`config.mk`:
```
export PLATFORM = sky130hd
export DESIGN_NAME = emb_bus
export DESIGN_NICKNAME = d
export VERILOG_FILES = /design/src/logic/emb_pkg.sv /design/src/logic/emb_bus.sv /design/src/logic/emb_fifo.sv
export SDC_FILE = /design/constraint.sdc
export NUM_CORES = 1
export LEC_CHECK = 0
export BUFFER_PORTS_ARGS = -buffer_cell sky130_fd_sc_hd__buf_2
export CAP_MARGIN = 20
export CORE_MARGIN = 5
export CORE_UTILIZATION = 45
export DETAILED_ROUTE_END_ITERATION = 10
export GPL_TIMING_DRIVEN = 0
export SYNTH_ARGS = -nofsm -noshare
export SYNTH_HDL_FRONTEND = slang
export SYNTH_HIERARCHICAL = 1
export SYNTH_SLANG_ARGS = --single-unit
```
`constraint.sdc`:
```
create_clock -name clock -period 8.45 [get_ports clock]
set_input_delay 0.845 -clock clock [delete_from_list [all_inputs] [get_ports clock]]
set_output_delay 0.845 -clock clock [all_outputs]
set_load 0.03 [all_outputs]
```
`src/logic/emb_pkg.sv`:
```
`default_nettype none
package emb_pkg;
    localparam logic [7:0] SFR_STACK_TOP_POINTER = 8'h81;
    localparam logic [7:0] SFR_EXTERNAL_PAGE_SELECT = 8'h92;
    localparam logic [7:0] STACK_RESET = 8'h07;
    localparam logic [7:0] PAGE_RESET = 8'h00;
    localparam logic [15:0] RESET_VECTOR = 16'h0000;
    localparam logic [15:0] BOOT_USER_BASE = 16'hF800;
    localparam logic [15:0] BOOT_SIZE = 16'h0800;
    localparam logic [15:0] INTERNAL_CODE_SIZE = 16'h8000;
    localparam int CFG_HIGH_GPIO_BIT = 0;
    localparam int CFG_LOW_GPIO_BIT = 1;
    localparam logic [7:0] CFG_ONE_RESET = 8'hFF;
    localparam logic [15:0] INTERNAL_DATA_SIZE = 16'h0400;
    localparam logic [1:0] STRAP_SETTLE = 2'h2;
    localparam int FIFO_DEPTH = 16;
    localparam int FIFO_WIDTH = 27;
    localparam int DATA_OPS_FIFO = 16;

    typedef enum logic [1:0] {
        EMB_MODE_RESERVED = 2'b00,
        EMB_MODE_PARALLEL = 2'b01,
        EMB_MODE_SERIAL = 2'b10,
        EMB_MODE_USER = 2'b11
    } emb_mode_t;

    typedef enum logic [1:0] {
        EMB_KIND_CODE = 2'b00,
        EMB_KIND_READ = 2'b01,
        EMB_KIND_WRITE = 2'b10
    } emb_kind_t;

    // Gray along idle -> latch -> strobe -> hold
    typedef enum logic [1:0] {
        EMB_IDLE = 2'b00,
        EMB_ALE = 2'b01,
        EMB_STROBE = 2'b11,
        EMB_HOLD = 2'b10
    } emb_state_t;
endpackage : emb_pkg
`default_nettype wire
```
`src/logic/emb_bus.sv`:
```
`default_nettype none
// Function
// - Stack pointer resets to 07h, points at latest pushed entry.
// - Push increments then writes; pop reads then decrements.
// - Fetch starts at address 0000h after any reset.
// - Strap high: internal fetch below memory size, external above; low: all external but boot ROM.
// - Strap low at reset routes all code and data external until reset; boot ROM code accesses stay internal.
// - User mode boot ROM, when enabled, decodes at F800h to FFFFh.
// - Programming mode places boot ROM in lowest 2 kB.
// - Bus active only when both port select bits are zero.
// - Enabled bus shows every access; internal data phase drives zeros.
// - Program strobe for code reads; read/write strobes on port 3 bits.
// - Code uses 16-bit address; data uses pointer pair or 8-bit.
// - 8-bit data access holds page register on high port.
// - Low port multiplexes address and data, push-pull driven.
// - Low address valid at falling edge of latch strobe. Code drives the address on that same clock edge.
// - Write data driven before write strobe, held after release. Code drives the data on the same edge the strobe falls.
// - Read data sampled just before read strobe releases. Code takes the pins at the edge the strobe falls, two cycles earlier.
// - Access with ports as GPIO leaves port pins unchanged.
// - Enabled bus dedicates ports and strobes; high port carries PC high.
// - Reset samples program strobe and latch pins to choose mode.
// - Straps sampled on every reset source; modes left only by reset.
// - Serial programming uses serial port zero, baud tied to oscillator.
// - Config bit 1 clear: low port bus and data strobes; default GPIO. Code enables the bus only with bit 0 also clear.
// - Config bit 0 clear: high port address bus; default GPIO. Code enables the bus only with bit 1 also clear.
module emb_bus #(
    parameter logic [15:0] CODE_SIZE = emb_pkg::INTERNAL_CODE_SIZE,
    parameter int DEPTH = emb_pkg::FIFO_DEPTH
) (
    // Clock and reset (any reset source drives arst_n)
    input wire logic clock,
    input wire logic arst_n,
    // Straps and configuration
    input wire logic code_source_strap_n,
    input wire logic [7:0] hw_config_one,
    input wire logic boot_rom_enable,
    // Core access request
    input wire logic req_valid,
    output logic req_ready,
    input wire logic [1:0] req_kind,
    input wire logic req_indirect,
    input wire logic [15:0] req_addr,
    input wire logic [7:0] req_wdata,
    // Core answer
    output logic rsp_valid,
    output logic rsp_external,
    output logic rsp_boot_rom,
    output logic [7:0] rsp_rdata,
    // Register port and stack operations
    input wire logic sfr_write,
    input wire logic [7:0] sfr_addr,
    input wire logic [7:0] sfr_wdata,
    output logic [7:0] sfr_rdata,
    input wire logic stack_push,
    input wire logic stack_pop,
    input wire logic [1:0] stack_amount,
    output logic [7:0] stack_top_pointer,
    output logic [15:0] fetch_start,
    output logic [1:0] op_mode,
    output logic all_external,
    output logic serial_port_zero_select,
    // Pins
    input wire logic [7:0] low_port_in,
    output logic [7:0] low_port_out,
    output logic [7:0] low_port_oe,
    output logic [7:0] high_port_out,
    output logic high_port_oe,
    output logic read_strobe_n,
    output logic write_strobe_n,
    output logic strobe_oe,
    output logic latch_strobe,
    output logic latch_strobe_oe,
    output logic program_read_strobe_n,
    output logic program_strobe_oe,
    input wire logic latch_strobe_in,
    input wire logic program_read_strobe_in
);
    // Pin synchronisers
    logic [10:0] sync_a;
    logic [10:0] sync_b;
    logic [7:0] page;
    logic [1:0] mode;
    logic strap_low;
    logic strap_taken;
    emb_pkg::emb_state_t state;
    logic [26:0] cur;
    logic [7:0] rdata;
    logic rsp_v;
    logic rsp_ext;
    logic rsp_boot;
    logic cur_ext;
    logic strobe_held;
    // Straps wait until both sync stages hold the pin level
    logic [1:0] strap_age;

    wire logic [7:0] low_pins = sync_b[7:0];
    wire logic strap_n_s = sync_b[8];
    wire logic latch_s = sync_b[9];
    wire logic prog_s = sync_b[10];

    // Bus is live only with both selects cleared
    wire logic bus_on = !hw_config_one[emb_pkg::CFG_LOW_GPIO_BIT]
        && !hw_config_one[emb_pkg::CFG_HIGH_GPIO_BIT];
    wire logic prog_mode = mode != emb_pkg::EMB_MODE_USER;

    function automatic logic in_boot(input logic [15:0] a, input logic pm,
            input logic en);
        if (pm) begin
            in_boot = a < emb_pkg::BOOT_SIZE;
        end else begin
            in_boot = en && (a >= emb_pkg::BOOT_USER_BASE);
        end
    endfunction : in_boot

    // FIFO word: kind, indirect, addr, wdata
    logic f_valid;
    logic f_ready;
    logic [26:0] f_data;
    emb_fifo #(.WIDTH(emb_pkg::FIFO_WIDTH), .DEPTH(DEPTH)) u_fifo (
        .clock(clock),
        .arst_n(arst_n),
        .in_valid(req_valid),
        .in_ready(req_ready),
        .in_data({req_kind, req_indirect, req_addr, req_wdata}),
        .out_valid(f_valid),
        .out_ready(f_ready),
        .out_data(f_data)
    );
    assign f_ready = state == emb_pkg::EMB_IDLE;

    wire logic [1:0] f_kind = f_data[26:25];
    wire logic [15:0] f_addr = f_data[23:8];
    wire logic f_boot = f_kind == emb_pkg::EMB_KIND_CODE
        && in_boot(f_addr, prog_mode, boot_rom_enable);
    wire logic f_ind = f_data[24];
    // Indirect data address is the page byte over the low byte
    wire logic [15:0] f_eff = f_ind ? {page, f_addr[7:0]} : f_addr;
    // Data above on-chip data memory goes out as well
    wire logic f_data_ext = f_kind != emb_pkg::EMB_KIND_CODE
        && f_eff >= emb_pkg::INTERNAL_DATA_SIZE;
    // Code above internal size, or strap low, goes out unless it hits boot ROM
    wire logic f_ext = !f_boot && (strap_low || f_data_ext
        || (f_kind == emb_pkg::EMB_KIND_CODE
        && f_addr >= CODE_SIZE));
    wire logic [1:0] c_kind = cur[26:25];
    wire logic c_ind = cur[24];
    wire logic [15:0] c_addr = cur[23:8];
    // 8-bit indirect data takes its high byte from the page register
    wire logic [7:0] c_high = (c_ind && c_kind != emb_pkg::EMB_KIND_CODE)
        ? page : c_addr[15:8];
    wire logic c_wr = c_kind == emb_pkg::EMB_KIND_WRITE;
    wire logic c_code = c_kind == emb_pkg::EMB_KIND_CODE;
    wire logic [7:0] sp_step = {6'h00, stack_amount};
    wire logic [7:0] next_sp = stack_push ? stack_top_pointer + sp_step
        : stack_pop ? stack_top_pointer - sp_step
        : stack_top_pointer;

    // Strobe selects for the data phase
    wire logic want_prog = c_code && cur_ext;
    wire logic want_read = c_kind == emb_pkg::EMB_KIND_READ && cur_ext;
    wire logic want_write = c_wr && cur_ext;

    // Reset to idle pin levels so no false strap is seen
    always_ff @(posedge clock or negedge arst_n) begin
        if (!arst_n) begin
            sync_a <= 11'h7FF;
            sync_b <= 11'h7FF;
        end else begin
            sync_a <= {program_read_strobe_in, latch_strobe_in,
                code_source_strap_n, low_port_in};
            sync_b <= sync_a;
        end
    end

    // Straps caught once the sync stages carry the pins after any reset
    always_ff @(posedge clock or negedge arst_n) begin
        if (!arst_n) begin
            strap_taken <= 1'b0;
            strap_age <= 2'h0;
            mode <= emb_pkg::EMB_MODE_USER;
            strap_low <= 1'b0;
        end else if (!strap_taken) begin
            if (strap_age == emb_pkg::STRAP_SETTLE) begin
                strap_taken <= 1'b1;
                mode <= {latch_s, prog_s};
                strap_low <= !strap_n_s;
            end else begin
                strap_age <= strap_age + 2'h1;
            end
        end
    end

    always_ff @(posedge clock or negedge arst_n) begin
        if (!arst_n) begin
            stack_top_pointer <= emb_pkg::STACK_RESET;
            page <= emb_pkg::PAGE_RESET;
        end else if (sfr_write
                && sfr_addr == emb_pkg::SFR_STACK_TOP_POINTER) begin
            stack_top_pointer <= sfr_wdata;
        end else begin
            stack_top_pointer <= next_sp;
            if (sfr_write && sfr_addr == emb_pkg::SFR_EXTERNAL_PAGE_SELECT)
            begin
                page <= sfr_wdata;
            end
        end
    end

    always_ff @(posedge clock or negedge arst_n) begin
        if (!arst_n) begin
            sfr_rdata <= 8'h00;
        end else if (sfr_addr == emb_pkg::SFR_STACK_TOP_POINTER) begin
            sfr_rdata <= stack_top_pointer;
        end else if (sfr_addr == emb_pkg::SFR_EXTERNAL_PAGE_SELECT) begin
            sfr_rdata <= page;
        end else begin
            sfr_rdata <= 8'h00;
        end
    end

    // Bus cycle: address latch, strobe, then hold for write data
    always_ff @(posedge clock or negedge arst_n) begin
        if (!arst_n) begin
            state <= emb_pkg::EMB_IDLE;
            cur <= '0;
            cur_ext <= 1'b0;
            rsp_v <= 1'b0;
            rsp_ext <= 1'b0;
            rsp_boot <= 1'b0;
            strobe_held <= 1'b0;
            rdata <= 8'h00;
            latch_strobe <= 1'b0;
            read_strobe_n <= 1'b1;
            write_strobe_n <= 1'b1;
            program_read_strobe_n <= 1'b1;
            low_port_out <= 8'h00;
            high_port_out <= 8'h00;
        end else begin
            rsp_v <= 1'b0;
            case (state)
                emb_pkg::EMB_IDLE: begin
                    read_strobe_n <= 1'b1;
                    write_strobe_n <= 1'b1;
                    program_read_strobe_n <= 1'b1;
                    if (f_valid) begin
                        cur <= f_data;
                        cur_ext <= f_ext;
                        rsp_boot <= f_boot;
                        if (bus_on) begin
                            state <= emb_pkg::EMB_ALE;
                            latch_strobe <= 1'b1;
                        end else begin
                            // Ports stay GPIO; no pin changes
                            rsp_v <= 1'b1;
                            rsp_ext <= f_ext;
                            rdata <= 8'h00;
                        end
                    end
                end
                emb_pkg::EMB_ALE: begin
                    low_port_out <= c_addr[7:0];
                    high_port_out <= c_high;
                    // Address driven on the same edge the latch strobe falls
                    latch_strobe <= 1'b0;
                    state <= emb_pkg::EMB_STROBE;
                    strobe_held <= 1'b0;
                end
                emb_pkg::EMB_STROBE: begin
                    // Internal data phase shows zeros only
                    low_port_out <= (c_wr && cur_ext) ? cur[7:0]
                        : 8'h00;
                    program_read_strobe_n <= !want_prog;
                    read_strobe_n <= !want_read;
                    write_strobe_n <= !want_write;
                    // Pins pass two sync stages; strobe stays one more cycle
                    if (strobe_held) begin
                        state <= emb_pkg::EMB_HOLD;
                    end else begin
                        strobe_held <= 1'b1;
                    end
                end
                emb_pkg::EMB_HOLD: begin
                    // Sample before strobe rises; data held one more cycle
                    rdata <= cur_ext ? low_pins : 8'h00;
                    read_strobe_n <= 1'b1;
                    write_strobe_n <= 1'b1;
                    program_read_strobe_n <= 1'b1;
                    rsp_v <= 1'b1;
                    rsp_ext <= cur_ext;
                    state <= emb_pkg::EMB_IDLE;
                end
                default: begin
                    state <= emb_pkg::EMB_IDLE;
                end
            endcase
        end
    end

    // Output enables: push-pull only while bus is active
    always_ff @(posedge clock or negedge arst_n) begin
        if (!arst_n) begin
            low_port_oe <= 8'h00;
            high_port_oe <= 1'b0;
            strobe_oe <= 1'b0;
            latch_strobe_oe <= 1'b0;
            program_strobe_oe <= 1'b0;
        end else begin
            // Low port released in read data phase for memory to drive
            low_port_oe <= (bus_on && !(state == emb_pkg::EMB_STROBE
                && !c_wr && cur_ext)) ? 8'hFF : 8'h00;
            high_port_oe <= bus_on;
            strobe_oe <= bus_on;
            latch_strobe_oe <= strap_taken && bus_on;
            program_strobe_oe <= strap_taken && bus_on;
        end
    end

    always_ff @(posedge clock or negedge arst_n) begin
        if (!arst_n) begin
            // Any reset source restarts fetch at the vector
            fetch_start <= emb_pkg::RESET_VECTOR;
            op_mode <= emb_pkg::EMB_MODE_USER;
            all_external <= 1'b0;
            serial_port_zero_select <= 1'b0;
        end else begin
            fetch_start <= emb_pkg::RESET_VECTOR;
            op_mode <= mode;
            all_external <= strap_low;
            serial_port_zero_select <= mode == emb_pkg::EMB_MODE_SERIAL;
        end
    end

    assign rsp_valid = rsp_v;
    assign rsp_external = rsp_ext;
    assign rsp_boot_rom = rsp_boot;
    assign rsp_rdata = rdata;
endmodule : emb_bus
`default_nettype wire

```
`src/logic/emb_fifo.sv`:
```
`default_nettype none
module emb_fifo #(
    parameter int WIDTH = 27,
    parameter int DEPTH = 16
) (
    // Clock and reset
    input wire logic clock,
    input wire logic arst_n,
    // Fill side
    input wire logic in_valid,
    output logic in_ready,
    input wire logic [WIDTH-1:0] in_data,
    // Drain side
    output logic out_valid,
    input wire logic out_ready,
    output logic [WIDTH-1:0] out_data
);
    localparam int AW = $clog2(DEPTH);
    logic [WIDTH-1:0] mem [DEPTH];
    logic [AW:0] wr_ptr;
    logic [AW:0] rd_ptr;
    wire logic push = in_valid && in_ready;
    wire logic pop = out_valid && out_ready;
    wire logic full = (wr_ptr[AW] != rd_ptr[AW])
        && (wr_ptr[AW-1:0] == rd_ptr[AW-1:0]);
    assign in_ready = !full;
    assign out_valid = wr_ptr != rd_ptr;
    assign out_data = mem[rd_ptr[AW-1:0]];

    always_ff @(posedge clock) begin
        if (push) begin
            mem[wr_ptr[AW-1:0]] <= in_data;
        end
    end

    always_ff @(posedge clock or negedge arst_n) begin
        if (!arst_n) begin
            wr_ptr <= '0;
            rd_ptr <= '0;
        end else begin
            wr_ptr <= wr_ptr + (AW+1)'(push);
            rd_ptr <= rd_ptr + (AW+1)'(pop);
        end
    end
endmodule : emb_fifo
`default_nettype wire

```
# Yosys cells after proc, flatten, opt, wreduce, memory -nomap -nowiden
# Memory sizes are Yosys's and may differ from the RTL's.
# Cells that the tools add are included.
[totals]
word_cells = 146
mem_bits_rw = 432
mem_count = 1
reg_bits = 138
out_inout_bits = 80
[op_classes]
addsub = 5
eq_ne = 17
muxes = 36
n_lt_le_gt_ge = 4
n_reduce_logical = 49
n_bitwise = 3
[memory_table]
columns = ["memory", "depth", "width", "rd", "rd_ports_with_merged_regs", "write_ports", "line", "rtl"]
rows = [
  ["u_fifo.mem", 16, 27, 1, 0, 1, "emb_fifo.sv:19", "logic [WIDTH-1:0] mem [DEPTH];"],
]
[ops]
columns = ["cell", "n"]
rows = [
  ["$mux 8", 11],
  ["$ge 16x16->1 const B", 2],
  ["$pmux 8 s2", 2],
  ["$logic_and 1x1->1", 19],
  ["$eq 8x8->1 const B", 2],
  ["$ge 16x11->1 const B", 1],
  ["$lt 16x12->1 const B", 1],
  ["$mux 16", 1],
  ["$pmux 1 s2", 7],
  ["$reduce_bool 2->1", 6],
  ["$mux 1", 11],
  ["$add 5x1->5", 2],
  ["$eq 2x2->1 const B", 5],
  ["$logic_not 1->1", 10],
  ["$reduce_and 3->1", 3],
  ["$add 8x2->8", 1],
  ["$ne 2x2->1 const B", 4],
  ["$pmux 2 s4", 1],
  ["$reduce_and 2->1", 4],
  ["$sub 8x2->8", 1],
  ["$logic_not 2->1", 3],
  ["$mux 2", 3],
  ["$ne 5x5->1", 1],
  ["$eq 2x1->1 const B", 2],
  ["other kinds (8)", 11],
]

# Longest topological paths before layout
# Gate-level depths: netlist of run 1.
# An unclocked memory read counts as a cell.
[logic_depth]
ltp_word = 10
mapped_depth = 12

# By module
# The synthesis of run 1 kept the hierarchy.
[modules_own_cells]
columns = ["mod", "n_inst", "area_per_inst_um2", "cells_per_inst"]
rows = [
  ["emb_fifo", 1, 17239.0, 785],
  ["emb_bus", 1, 5076.1, 454],
]

# Worst setup path before layout of run 1
# OpenSTA, ideal clock, no wires.
[synth_timing]
path_type = "input port to flip-flop"
start = "input port req_valid"
end = "memory u_fifo.mem[12][0], enable pin"
path_buffers = 1
setup_slack_ps = 4173
setup_ps = 479
required_ps = 7971
cell_stages = 3
t_arrival_ps = 3797
path_cell_list = "a21bo_1 buf_6 nor4_1"
[synth_via]
elab_chain_len = 3
[synth_rtl]
columns = ["element", "line", "rtl"]
rows = [
  ["from (decl)", "emb_bus.sv:38", "input wire logic req_valid,"],
  ["$logic_and 1x1->1", "emb_fifo.sv:22", "wire logic push = in_valid && in_ready;"],
  ["$mux 1", "emb_fifo.sv:31", "if (push) begin"],
  ["$mux 1 (implied by the code)", "emb_fifo.sv:32", "mem[wr_ptr[AW-1:0]] <= in_data;"],
  ["to (decl)", "emb_fifo.sv:19", ""],
]
# No other way between the ends.

# Worst setup path after layout of run 1
[layout_timing]
start = "register u_fifo.rd_ptr[1]"
end = "register rsp_ext, in the netlist rsp_external"
[layout_via]
elab_chain_len = 10
[layout_rtl]
columns = ["element", "line", "rtl"]
rows = [
  ["from (decl)", "emb_fifo.sv:21", "logic [AW:0] rd_ptr;"],
  ["from (signal assigned)", "emb_fifo.sv:42", "rd_ptr <= rd_ptr + (AW+1)'(pop);"],
  ["$mem_v2 16x27 *", "-", ""],
  ["named net f_data[20]", "emb_bus.sv:118", "logic [26:0] f_data;"],
  ["$ge 16x16->1 or $mux 16 (tied branches)", "emb_bus.sv:111, emb_bus.sv:137", ""],
  ["$logic_and 1x1->1 or $ge 16x11->1 (tied branches)", "emb_bus.sv:111, emb_bus.sv:140", ""],
  ["$mux 1 or $logic_and 1x1->1 (tied branches)", "emb_bus.sv:108, emb_bus.sv:140", ""],
  ["$logic_and 1x1->1 or $logic_or 1x1->1 (tied branches)", "emb_bus.sv:134, emb_bus.sv:142", ""],
  ["$logic_not 1->1 or $logic_or 1x1->1 (tied branches)", "emb_bus.sv:142, emb_bus.sv:143", ""],
  ["$logic_and 1x1->1 *", "emb_bus.sv:142", "wire logic f_ext = !f_boot && (strap_low || f_data_ext"],
  ["$mux 1 *", "emb_bus.sv:249", "if (bus_on) begin"],
  ["$mux 1 *", "emb_bus.sv:245", "if (f_valid) begin"],
  ["$pmux 1 s2 *", "emb_bus.sv:240", "case (state)"],
  ["to (signal assigned)", "emb_bus.sv:255", "rsp_ext <= f_ext;"],
  ["to (signal assigned)", "emb_bus.sv:289", "rsp_ext <= cur_ext;"],
  ["to (decl)", "emb_bus.sv:89", "logic rsp_ext;"],
]
# Mark *: on every way through the listed nets, which the timed path passes. The rest lies on a longest branch. The select of a mux whose other input is x is not followed.
# A chain may end at the register's enable or synchronous reset.

==> results.json, run 1 <==
{
  "run_status": "finished, final reports clean",
  "critPathLaunch": "u_fifo/rd_ptr[1]",
  "syn_to_final_growth_pct": 18.4,
  "gr-usage-met3_pct": 3.42,
  "vdd_drop_max_v": 0.000169,
  "netlist_area_um2": 22300,
  "cts_resized": 0,
  "start_util_pct": 45.6,
  "use_met2_pct": 31.7,
  "cts.sinks": 563,
  "synthMuxAreaShare_pct": 13.4,
  "dr.pass1.iters": 5,
  "yosysTopAreaCell": "edfxtp_1",
  "synth_compound_area_share_pct": 4.97,
  "postRouteAntennaNets": 0,
  "grt_setup_unrepaired": "false",
  "finalWirelength_um": 52400,
  "fin_crit_sh_pct": 41.7,
  "io_pins": 151,
  "final_cells": 2214,
  "final_cell_mix": "edfxtp_1, buf_2, nand2_1, dfrtp_1, mux2i_1",
  "core_area_um2": 49000,
  "die_height_um": 233,
  "die_area_um2": 54100,
  "cts_tree": "built",
  "ys_ff_latch": 563,
  "overflow": 0,
  "regArea_um2": 16300,
  "ys.flop_type": "edfxtp_1",
  "seq_area_frac_synth_pct": 73.0,
  "globalRouteTotalUtil_pct": 19.3,
  "synth.area.top_cells": "edfxtp_1, dfrtp_1, mux4_2",
  "required_ps": 8930,
  "htreeDepth": 2,
  "busiest_layer": "met2",
  "place_inst": 2107,
  "synth-simple-area-share_pct": 4.29,
  "drive_gt1_share_pct": 29.5,
  "grt_max_degree": 100,
  "skew_ps": 24.9,
  "crit_path_start_kind": "flip-flop",
  "slew_headroom_pct": 21.0,
  "synthArstFlopShare_pct": 23.3,
  "cts_setup_buffers": 0,
  "drc": 0,
  "multi_input_area_um2": 5540,
  "grt_pass1_vias": 12337,
  "clk_pin_slew_worst_paths_ps": 60,
  "nFillCells": 3909,
  "synthAdderAreaFrac_pct": 0.819,
  "hold_viol_final": 0,
  "critical_path_class": "flip-flop to flip-flop",
  "setup-violations-final": 0,
  "die_w_um": 233,
  "drt_iter0_markers": 1034,
  "nets": 1588,
  "syn_inst": 1239,
  "period_minus_slack_ps": 3520,
  "fin_hold_ws_ps": 134,
  "worstSkewPairLatency_ps": 620,
  "tightestPinTransition_ps": 1180,
  "place_congestion": 0.806,
  "leakage_uw": 0.00994,
  "num_vias": 12159,
  "vias_per_cell": 5.49,
  "grt_util_met1_pct": 26.7,
  "max-clock-path-buffers": 3,
  "routedWlPerCell_um": 23.7,
  "ys_warn_count": 6,
  "path_max_fanout": 10,
  "hold_buffers": 0,
  "portBuffers": 128,
  "drv_cap": 0,
  "maxSlewViolCount": 0,
  "antenna_found_initial": 1,
  "r2r_start": "u_fifo/rd_ptr[1]",
  "yosysTopAreaCellShare_pct": 58.1,
  "power-per-cell-area_nw_per_um2": 343,
  "grt_pass1_wl_um": 77800,
  "design_area_um2": 26400,
  "synth_edf_count": 432,
  "endpoint_kind": "flip-flop",
  "rows": 81,
  "dpl.hpwl_um": 36200,
  "fmax_mhz": 284,
  "ys_types": 61,
  "synth_top_family_by_area": "multiplexers",
  "hp-class": "input pin to async pin",
  "avgSynthCellArea_um2": 18.0,
  "synth_xor_area_share_pct": 0.667,
  "crit_arrival_ps": 4010,
  "cts_buffers": 58,
  "root_buffer": "clkbuf_16",
  "antenna_cells": 0,
  "setup_tns_ps": 0,
  "place_area_um2": 24600,
  "mostFrequentLayoutCell": "edfxtp_1"
}
cell type report:
type	count	area share, %
plain buffers	90	2.25
clock buffers	76	5.95
clock inverters	31	1.10
inverters	10	0.142
multi-input cells	591	21.0
flip-flops and latches	563	61.7
well taps	664	3.14
repair buffers	189	4.77
cell usage after synthesis (all sizes together), types with 16 or more instances:
library cell	n
a32oi	27
mux4	81
o21ai	46
a22oi	27
clkbuf	23
nor2	25
a22o	16
dfstp	32
dfrtp	99
mux2i	91
a21oi	16
edfxtp	432
buf	67
nand2	106
power by group:
part / leakage [µW] / switching [µW] / total, µW / internal, µW
Combinational: 0.00355 / 1880 / 3030 / 1150
Sequential: 0.00550 / 161 / 3560 / 3400
Clock: 0.000896 / 1020 / 2480 / 1460
Total: 0.00994 / 3060 / 9070 / 6010
cell families (layout without fill, tap and decap cells):
family / Yosys count / in the layout
buffers and inverters: 100 / 396
flip-flops: 563 / 563
other: 1 / 16
XOR/XNOR: 17 / 17
adder cells (fa/ha/maj): 14 / 14
multiplexers: 185 / 185
AND/OR/NAND/NOR: 202 / 202
AO/OA/AOI/OAI: 157 / 157
state kept, by name, indices dropped and copies added (netlist names), 2 cells and up:
| signal | flops |
|---|---|
| u_fifo/rd_ptr | 5 |
| sync_b | 11 |
| rsp_rdata | 8 |
| sfr_rdata | 8 |
| cur | 27 |
| low_port_out | 8 |
| sync_a | 11 |
| page | 8 |
| u_fifo/wr_ptr | 5 |
| stack_top_pointer | 8 |
| strap_age | 2 |
| u_fifo/mem | 432 |
| mode | 2 |
| state | 2 |
| op_mode | 2 |
| high_port_out | 8 |
critical path, stage by stage, from the launching register on:
cell and delay [ps]:
dfrtp_1 390, buf_4 230, clkbuf_1 650, mux4_2 420, a32oi_1 200, o21ai_1 170, or4_1 580, or4_1 440
a31oi_2 200, o21ai_1 100
metal layers:
| layer | up-vias | part of all wire, % |
|---|---|---|
| met5 | - | 0.025 |
| met4 | 2 | 2.6 |
| met3 | 88 | 6.6 |
| met2 | 397 | 48 |
| met1 | 6267 | 43 |
| li1 | 5405 | - |
through the flow:
stage               setup slack [ps]  total power (µW)  util [%]
floorplan                       4170              5560         -
global placement                 454              6530      48.7
detailed placement              4970              6640      50.2
CTS                             4870              9150      54.0
global route                    4790              9500      54.0
finish                          4930              9070      54.0
final timing paths:
check                                    end  slack [ps]  depth (start not counted)
max reg2reg                     rsp_external        4930                          9
min                        program_strobe_oe         130                          1
min in group clock                 sync_a[7]         330                          1
max                             rsp_external        4930                          9
min reg2reg                        sync_b[8]         350                          0
max in group asynchronous          sync_b[3]        7520                          2
No activity file was read; power rests on OpenSTA's default activity.
==> run 2, diff against run 1 <==
==> constraint.sdc (replaced) <==
create_clock -name clock -period 2.9 [get_ports clock]
set_input_delay 0.29 -clock clock [delete_from_list [all_inputs] [get_ports clock]]
set_output_delay 0.29 -clock clock [all_outputs]
set_load 0.03 [all_outputs]
==> run 2 against run 1 <==
Against the previous run:
- the flow now finishes with violations (negative setup slack)
- sequential cell count is the same
- utilization grew 0.98 points
- power grew to 3.0 times the previous value
- fmax grew 20%
- die area is the same
- global-route usage grew 0.34 points
- clock power grew to 2.9 times the previous value
- first-iteration DRC count shrank 13%
- sequential power grew to 2.9 times the previous value
- clock-buffer cell count grew 2
- non-clock buffer count grew 20
- sequential share of layout area shrank 1.1 points
- critical path type unchanged
- critical endpoint is now cur_ext
- largest cell class unchanged
==> results.json, run 2 (synthesis gave the netlist of run 1 again) <==
{
  "run_status": "complete, but fails checks",
  "violations": "negative setup slack",
  "routedWlPerCell_um": 23.9,
  "place_congestion": 0.806,
  "largest_reg_flops": 432,
  "period_minus_slack_ps": 2940,
  "io_pins": 151,
  "nets": 1608,
  "final_cell_mix": "edfxtp_1, buf_2, nand2_1, dfrtp_1, mux2i_1",
  "core_area_um2": 49000,
  "critical-path-top-delay-family": "simple AND/OR/NAND/NOR gates",
  "crit_path_start_kind": "flip-flop",
  "cp_common_cell": "or4_4",
  "crit_chain": "buf_6 -> clkbuf_4 -> mux4_2 -> a32oi_1 -> o21ai_2 -> or4_4 -> or4_4 -> a31oi_4 -> o21ai_1",
  "design_area_um2": 26900,
  "critical-path-slowest-cell": "or4_4",
  "dpl.hpwl_um": 36300,
  "finalWirelength_um": 53400,
  "power-per-cell-area_nw_per_um2": 997,
  "die_w_um": 233,
  "critical_path_class": "flip-flop to flip-flop",
  "htreeDepth": 2,
  "total_power_uw": 26800,
  "globalRouteTotalUtil_pct": 19.6,
  "root_buffer": "clkbuf_16",
  "overflow": 0,
  "postRouteAntennaNets": 0,
  "antenna_found_initial": 3,
  "portBuffers": 128,
  "place_area_um2": 24600,
  "cts.sinks": 563,
  "mostFrequentLayoutCell": "edfxtp_1",
  "worst_path_largest_cell_delay_ps": 550,
  "post-route-util_pct": 54.9,
  "vias_per_cell": 5.46,
  "die_height_um": 233,
  "dr.pass1.iters": 5,
  "leakage_uw": 0.0101,
  "hp-class": "input pin to flip-flop",
  "num_vias": 12218,
  "vdd_drop_max_v": 0.000594,
  "grt_pass1_wl_um": 79100,
  "fin_hold_ws_ps": 47.6,
  "clk_pin_slew_worst_paths_ps": 60,
  "grt_setup_unrepaired": "true",
  "hold_viol_final": 0,
  "die_area_um2": 54100,
  "grt_max_degree": 91,
  "cts_buffers": 58,
  "finalWorstSetupSlack_ps": -37.5,
  "start_util_pct": 45.6,
  "rows": 81,
  "tightestPinTransition_ps": 885,
  "setup-violations-final": 2,
  "slew_headroom_pct": 40.8,
  "path_max_fanout": 10,
  "required_ps": 3390,
  "worstSkewPairLatency_ps": 610,
  "cts_tree": "built",
  "crit_arrival_ps": 3430,
  "drv_cap": 0,
  "skew_ps": 22.3,
  "fin_crit_sh_pct": 101,
  "maxSlewViolCount": 0,
  "drive_gt1_share_pct": 29.9,
  "endpoint_kind": "flip-flop",
  "path_buf_inv": 2,
  "drt_iter0_markers": 903,
  "grt_pass1_vias": 12447,
  "max-clock-path-buffers": 3,
  "fmax_mhz": 340,
  "syn_to_final_growth_pct": 20.5,
  "drc": 0
}
-- run 2: cell types whose count changed in the layout (fill, tap and decap cells not counted), moves of 3 or more --
cell,change
dlygate4sd3_1,+22
clkinv_2,+3
clkbuf_8,+3
buf_6,+16
nor4_2,-6
nor4_4,+6
buf_4,-20
buf_2,-7
buf_8,+3
nor3_2,-5
nor3_4,+5
buf_12,+7
clkbuf_1,-4
-- run 2: worst reg2reg max path, cell delays in order (launching register included) --
cell and delay (ps):
dfrtp_1 370, buf_6 190, clkbuf_4 320, mux4_2 340, a32oi_1 240, o21ai_2 120, or4_4 550, or4_4 450
a31oi_4 170, o21ai_1 90
-- run 2: final cells by class --
type | instances | area [µm²]
Antenna cell | 1 | 2.50
Multi-Input combinational cell | 591 | 5640
Fill cell | 3866 | 22100
Tap cell | 664 | 831
Buffer | 89 | 722
Clock inverter | 30 | 262
Inverter | 10 | 37.5
Clock buffer | 78 | 1570
Sequential cell | 563 | 16300
Timing Repair Buffer | 210 | 1530
-- run 2: what timing repair did --
item                                   4_1_cts  5_1_grt
pin swaps                                    3        3
hold buffers                                22        0
gates resized for setup                     44        9
setup buffers                               11        3
setup endpoints to repair                   20       50
endpoints found under the hold margin       70        0
-- run 2: report_power, final --
group	leakage (µW)	switching [µW]	total [µW]	internal [µW]
sequential	0.00549	494	10400	9910
combinational	0.00372	5550	9270	3720
clock	0.000900	3000	7150	4150
-- run 2: per-layer routing --
metal  share of wire (%)  global-route usage (%)
met5               0.056                       0
met2                  49                    32.9
met1                  42                    26.7
met4                 1.8                    4.67
met3                 6.8                    3.86
-- run 2: worst paths after layout --
check,from,to,slack (ps),cells after the start
setup / recovery,u_fifo/rd_ptr[1],cur_ext,-40,9
hold / removal,req_addr[1],u_fifo/mem[7][9],50,1
setup reg to reg,u_fifo/rd_ptr[1],cur_ext,-40,9
hold reg to reg,sync_a[2],sync_b[2],350,0
max in group asynchronous,arst_n,sync_b[6],1930,3
min in group asynchronous,arst_n,strap_taken,170,2
-- run 2: through the flow --
| step | TNS [ps] | setup WS, ps | cells |
|---|---|---|---|
| 3_5_place_dp | -1680 | -632 | 2092 |
| 2_1_floorplan | -191320 | -673 | 1254 |
| 5_1_grt | -217 | -109 | 2235 |
| 4_1_cts | -139 | -71.1 | 2232 |
| 6_report | -73.9 | -37.5 | 2236 |
| 3_3_place_gp | -1180390 | -3550 | 2046 |
==> run 3, diff against run 2 <==
--- a/config.mk
+++ b/config.mk
@@ -9,8 +9,10 @@
 export CAP_MARGIN = 20
 export CORE_MARGIN = 5
 export CORE_UTILIZATION = 45
+export CTS_BUF_LIST = sky130_fd_sc_hd__clkbuf_4
 export DETAILED_ROUTE_END_ITERATION = 10
 export GPL_TIMING_DRIVEN = 0
+export PLACE_DENSITY_LB_ADDON = 0.1
 export SYNTH_ARGS = -nofsm -noshare
 export SYNTH_HDL_FRONTEND = slang
 export SYNTH_HIERARCHICAL = 1
==> run 3 against run 2 <==
Against the previous run:
- sequential cell count unchanged
- hold slack better by 110 ps
- clock power down 3.2%
- design area up 2.7%
- register-to-register slack better by 20 ps
- sequential power about the same
- utilization up 1.5 points
- die area unchanged
- the run still ends with negative setup slack left
- sequential share of layout area down 1.6 points
==> results.json, run 3 (synthesis gave the netlist of run 1 again) <==
{
  "run_status": "complete, but fails checks",
  "violations": "negative setup slack",
  "crit_chain": "buf_12 -> buf_16 -> mux4_2 -> a32oi_2 -> o21ai_2 -> or4_4 -> or4_4 -> a31oi_4 -> o21ai_1",
  "setup-violations-final": 2,
  "cp_common_cell": "or4_4",
  "required_ps": 3710,
  "drv_cap": 0,
  "grt_pass1_vias": 13456,
  "die_w_um": 233,
  "drc": 0,
  "share_seq_of_total_power_pct": 38.5,
  "use_met2_pct": 33.0,
  "grt_max_degree": 99,
  "final_cell_mix": "edfxtp_1, clkbuf_4, buf_2, nand2_1, dfrtp_1",
  "finalWorstSetupSlack_ps": -16.9,
  "crit_arrival_ps": 3730,
  "clk_pin_slew_worst_paths_ps": 60,
  "gr-usage-met3_pct": 6.32,
  "postRouteAntennaNets": 0,
  "path_buf_inv": 2,
  "hp-class": "input pin to flip-flop",
  "nets": 1755,
  "critical-path-top-delay-family": "simple AND/OR/NAND/NOR gates",
  "critical_path_class": "flip-flop to flip-flop",
  "critical-path-slowest-cell": "or4_4",
  "core_area_um2": 49000,
  "nFillCells": 3916,
  "switchingPower_uw": 9350,
  "grt_setup_unrepaired": "true",
  "drive_gt1_share_pct": 35.3,
  "drt_iter0_markers": 824,
  "busiest_layer": "met2",
  "slew_headroom_pct": 41.9,
  "vdd_drop_max_v": 0.000416,
  "die_area_um2": 54100,
  "crit_path_start_kind": "flip-flop",
  "antenna_found_initial": 5,
  "skew_ps": 35.6,
  "worstSkewPairLatency_ps": 940,
  "grt_util_met1_pct": 26.7,
  "total_power_uw": 26900,
  "hold_viol_final": 0,
  "dpl.hpwl_um": 36300,
  "start_util_pct": 45.6,
  "globalRouteTotalUtil_pct": 20.7,
  "max-clock-path-buffers": 3,
  "rows": 81,
  "portBuffers": 128,
  "path_max_fanout": 7,
  "fmax_mhz": 343,
  "largest_reg_flops": 432,
  "num_vias": 12866,
  "dp_slack_ps": -631,
  "maxSlewViolCount": 0,
  "grt_pass1_wl_um": 82000,
  "place_congestion": 0.745,
  "clkPwrFrac_pct": 25.7,
  "fin_crit_sh_pct": 101,
  "dr.pass1.iters": 5,
  "tightestPinTransition_ps": 871,
  "worst_path_largest_cell_delay_ps": 530,
  "period_minus_slack_ps": 2920,
  "routedWlPerCell_um": 22.5,
  "p_sw_share_pct": 34.7,
  "overflow": 0,
  "io_pins": 151,
  "cts_tree": "built",
  "intPower_uw": 17600,
  "power-per-cell-area_nw_per_um2": 975,
  "cts_buffers": 146,
  "die_height_um": 233,
  "combPwrFrac_pct": 35.8,
  "leakage_uw": 0.0106,
  "vias_per_cell": 5.27,
  "htreeDepth": 4,
  "root_buffer": "clkbuf_4",
  "syn_to_final_growth_pct": 23.7,
  "endpoint_kind": "flip-flop",
  "cts.sinks": 563,
  "finalWirelength_um": 54800,
  "mostFrequentLayoutCell": "edfxtp_1"
}
[run 3: power by group through the flow]
stage | sequential (µW) | combinational [µW] | clock, µW
after CTS | 10400 | 9690 | 7190
after global placement | 10600 | 8610 | 0
after detailed placement | 10500 | 9000 | 0
final | 10400 | 9640 | 6920
after floorplan | 10800 | 5400 | 0
after global routing | 10500 | 10300 | 7620
[run 3: metal layers]
layer	vias up	part of all wire [%]
li1	5828	-
met4	6	2.6
met5	-	0.073
met3	102	6.5
met2	408	49
met1	6522	42
[run 3: stage by stage]
stage	cell area, µm²	utilization (%)	hold slack, ps	cells	TNS, ps
2_1_floorplan	22400	-	-5.59	1254	-191320
3_3_place_gp	23900	48.8	345	2046	-1173160
3_5_place_dp	24600	50.2	203	2093	-2140
4_1_cts	27600	56.3	8.87	2438	-112
5_1_grt	27600	56.4	86.0	2439	-214
6_report	27600	56.4	161	2441	-33.5
[run 3: worst paths after layout]
check                      depth (start not counted)  slack [ps]              from                   end
setup / recovery                                   9         -20  u_fifo/rd_ptr[0]               cur_ext
hold / removal                                     5         160        stack_push  stack_top_pointer[4]
setup reg to reg                                   9         -20  u_fifo/rd_ptr[0]               cur_ext
hold reg to reg                                    0         360         sync_a[8]             sync_b[8]
max in group asynchronous                          4        1950            arst_n             sync_b[1]
min in group asynchronous                          4         410            arst_n             strap_low
[run 3: timing repair]
item,CTS,global route
hold buffers,85,0
gates resized for setup,49,9
buffers inserted,10,0
pin swaps,5,2
endpoints found under the hold margin,627,0
setup endpoints to repair,19,38
[run 3: final cells by class]
cell class | count | area [µm²] | area share, %
repair buffers | 270 | 2160 | 7.82
well taps | 664 | 831 | 3.01
inverters | 10 | 37.5 | 0.136
flip-flops and latches | 563 | 16300 | 59.0
diodes | 4 | 10.0 | 0.0363
multi-input cells | 591 | 5680 | 20.6
clock buffers | 220 | 1650 | 5.98
plain buffers | 88 | 723 | 2.62
clock inverters | 31 | 228 | 0.825
[run 3: tightest hold or removal path, stage by stage]
cell and delay [ps]:
buf_2 130, nor2_1 90, clkbuf_1 240, a21oi_1 200, a21oi_1 80
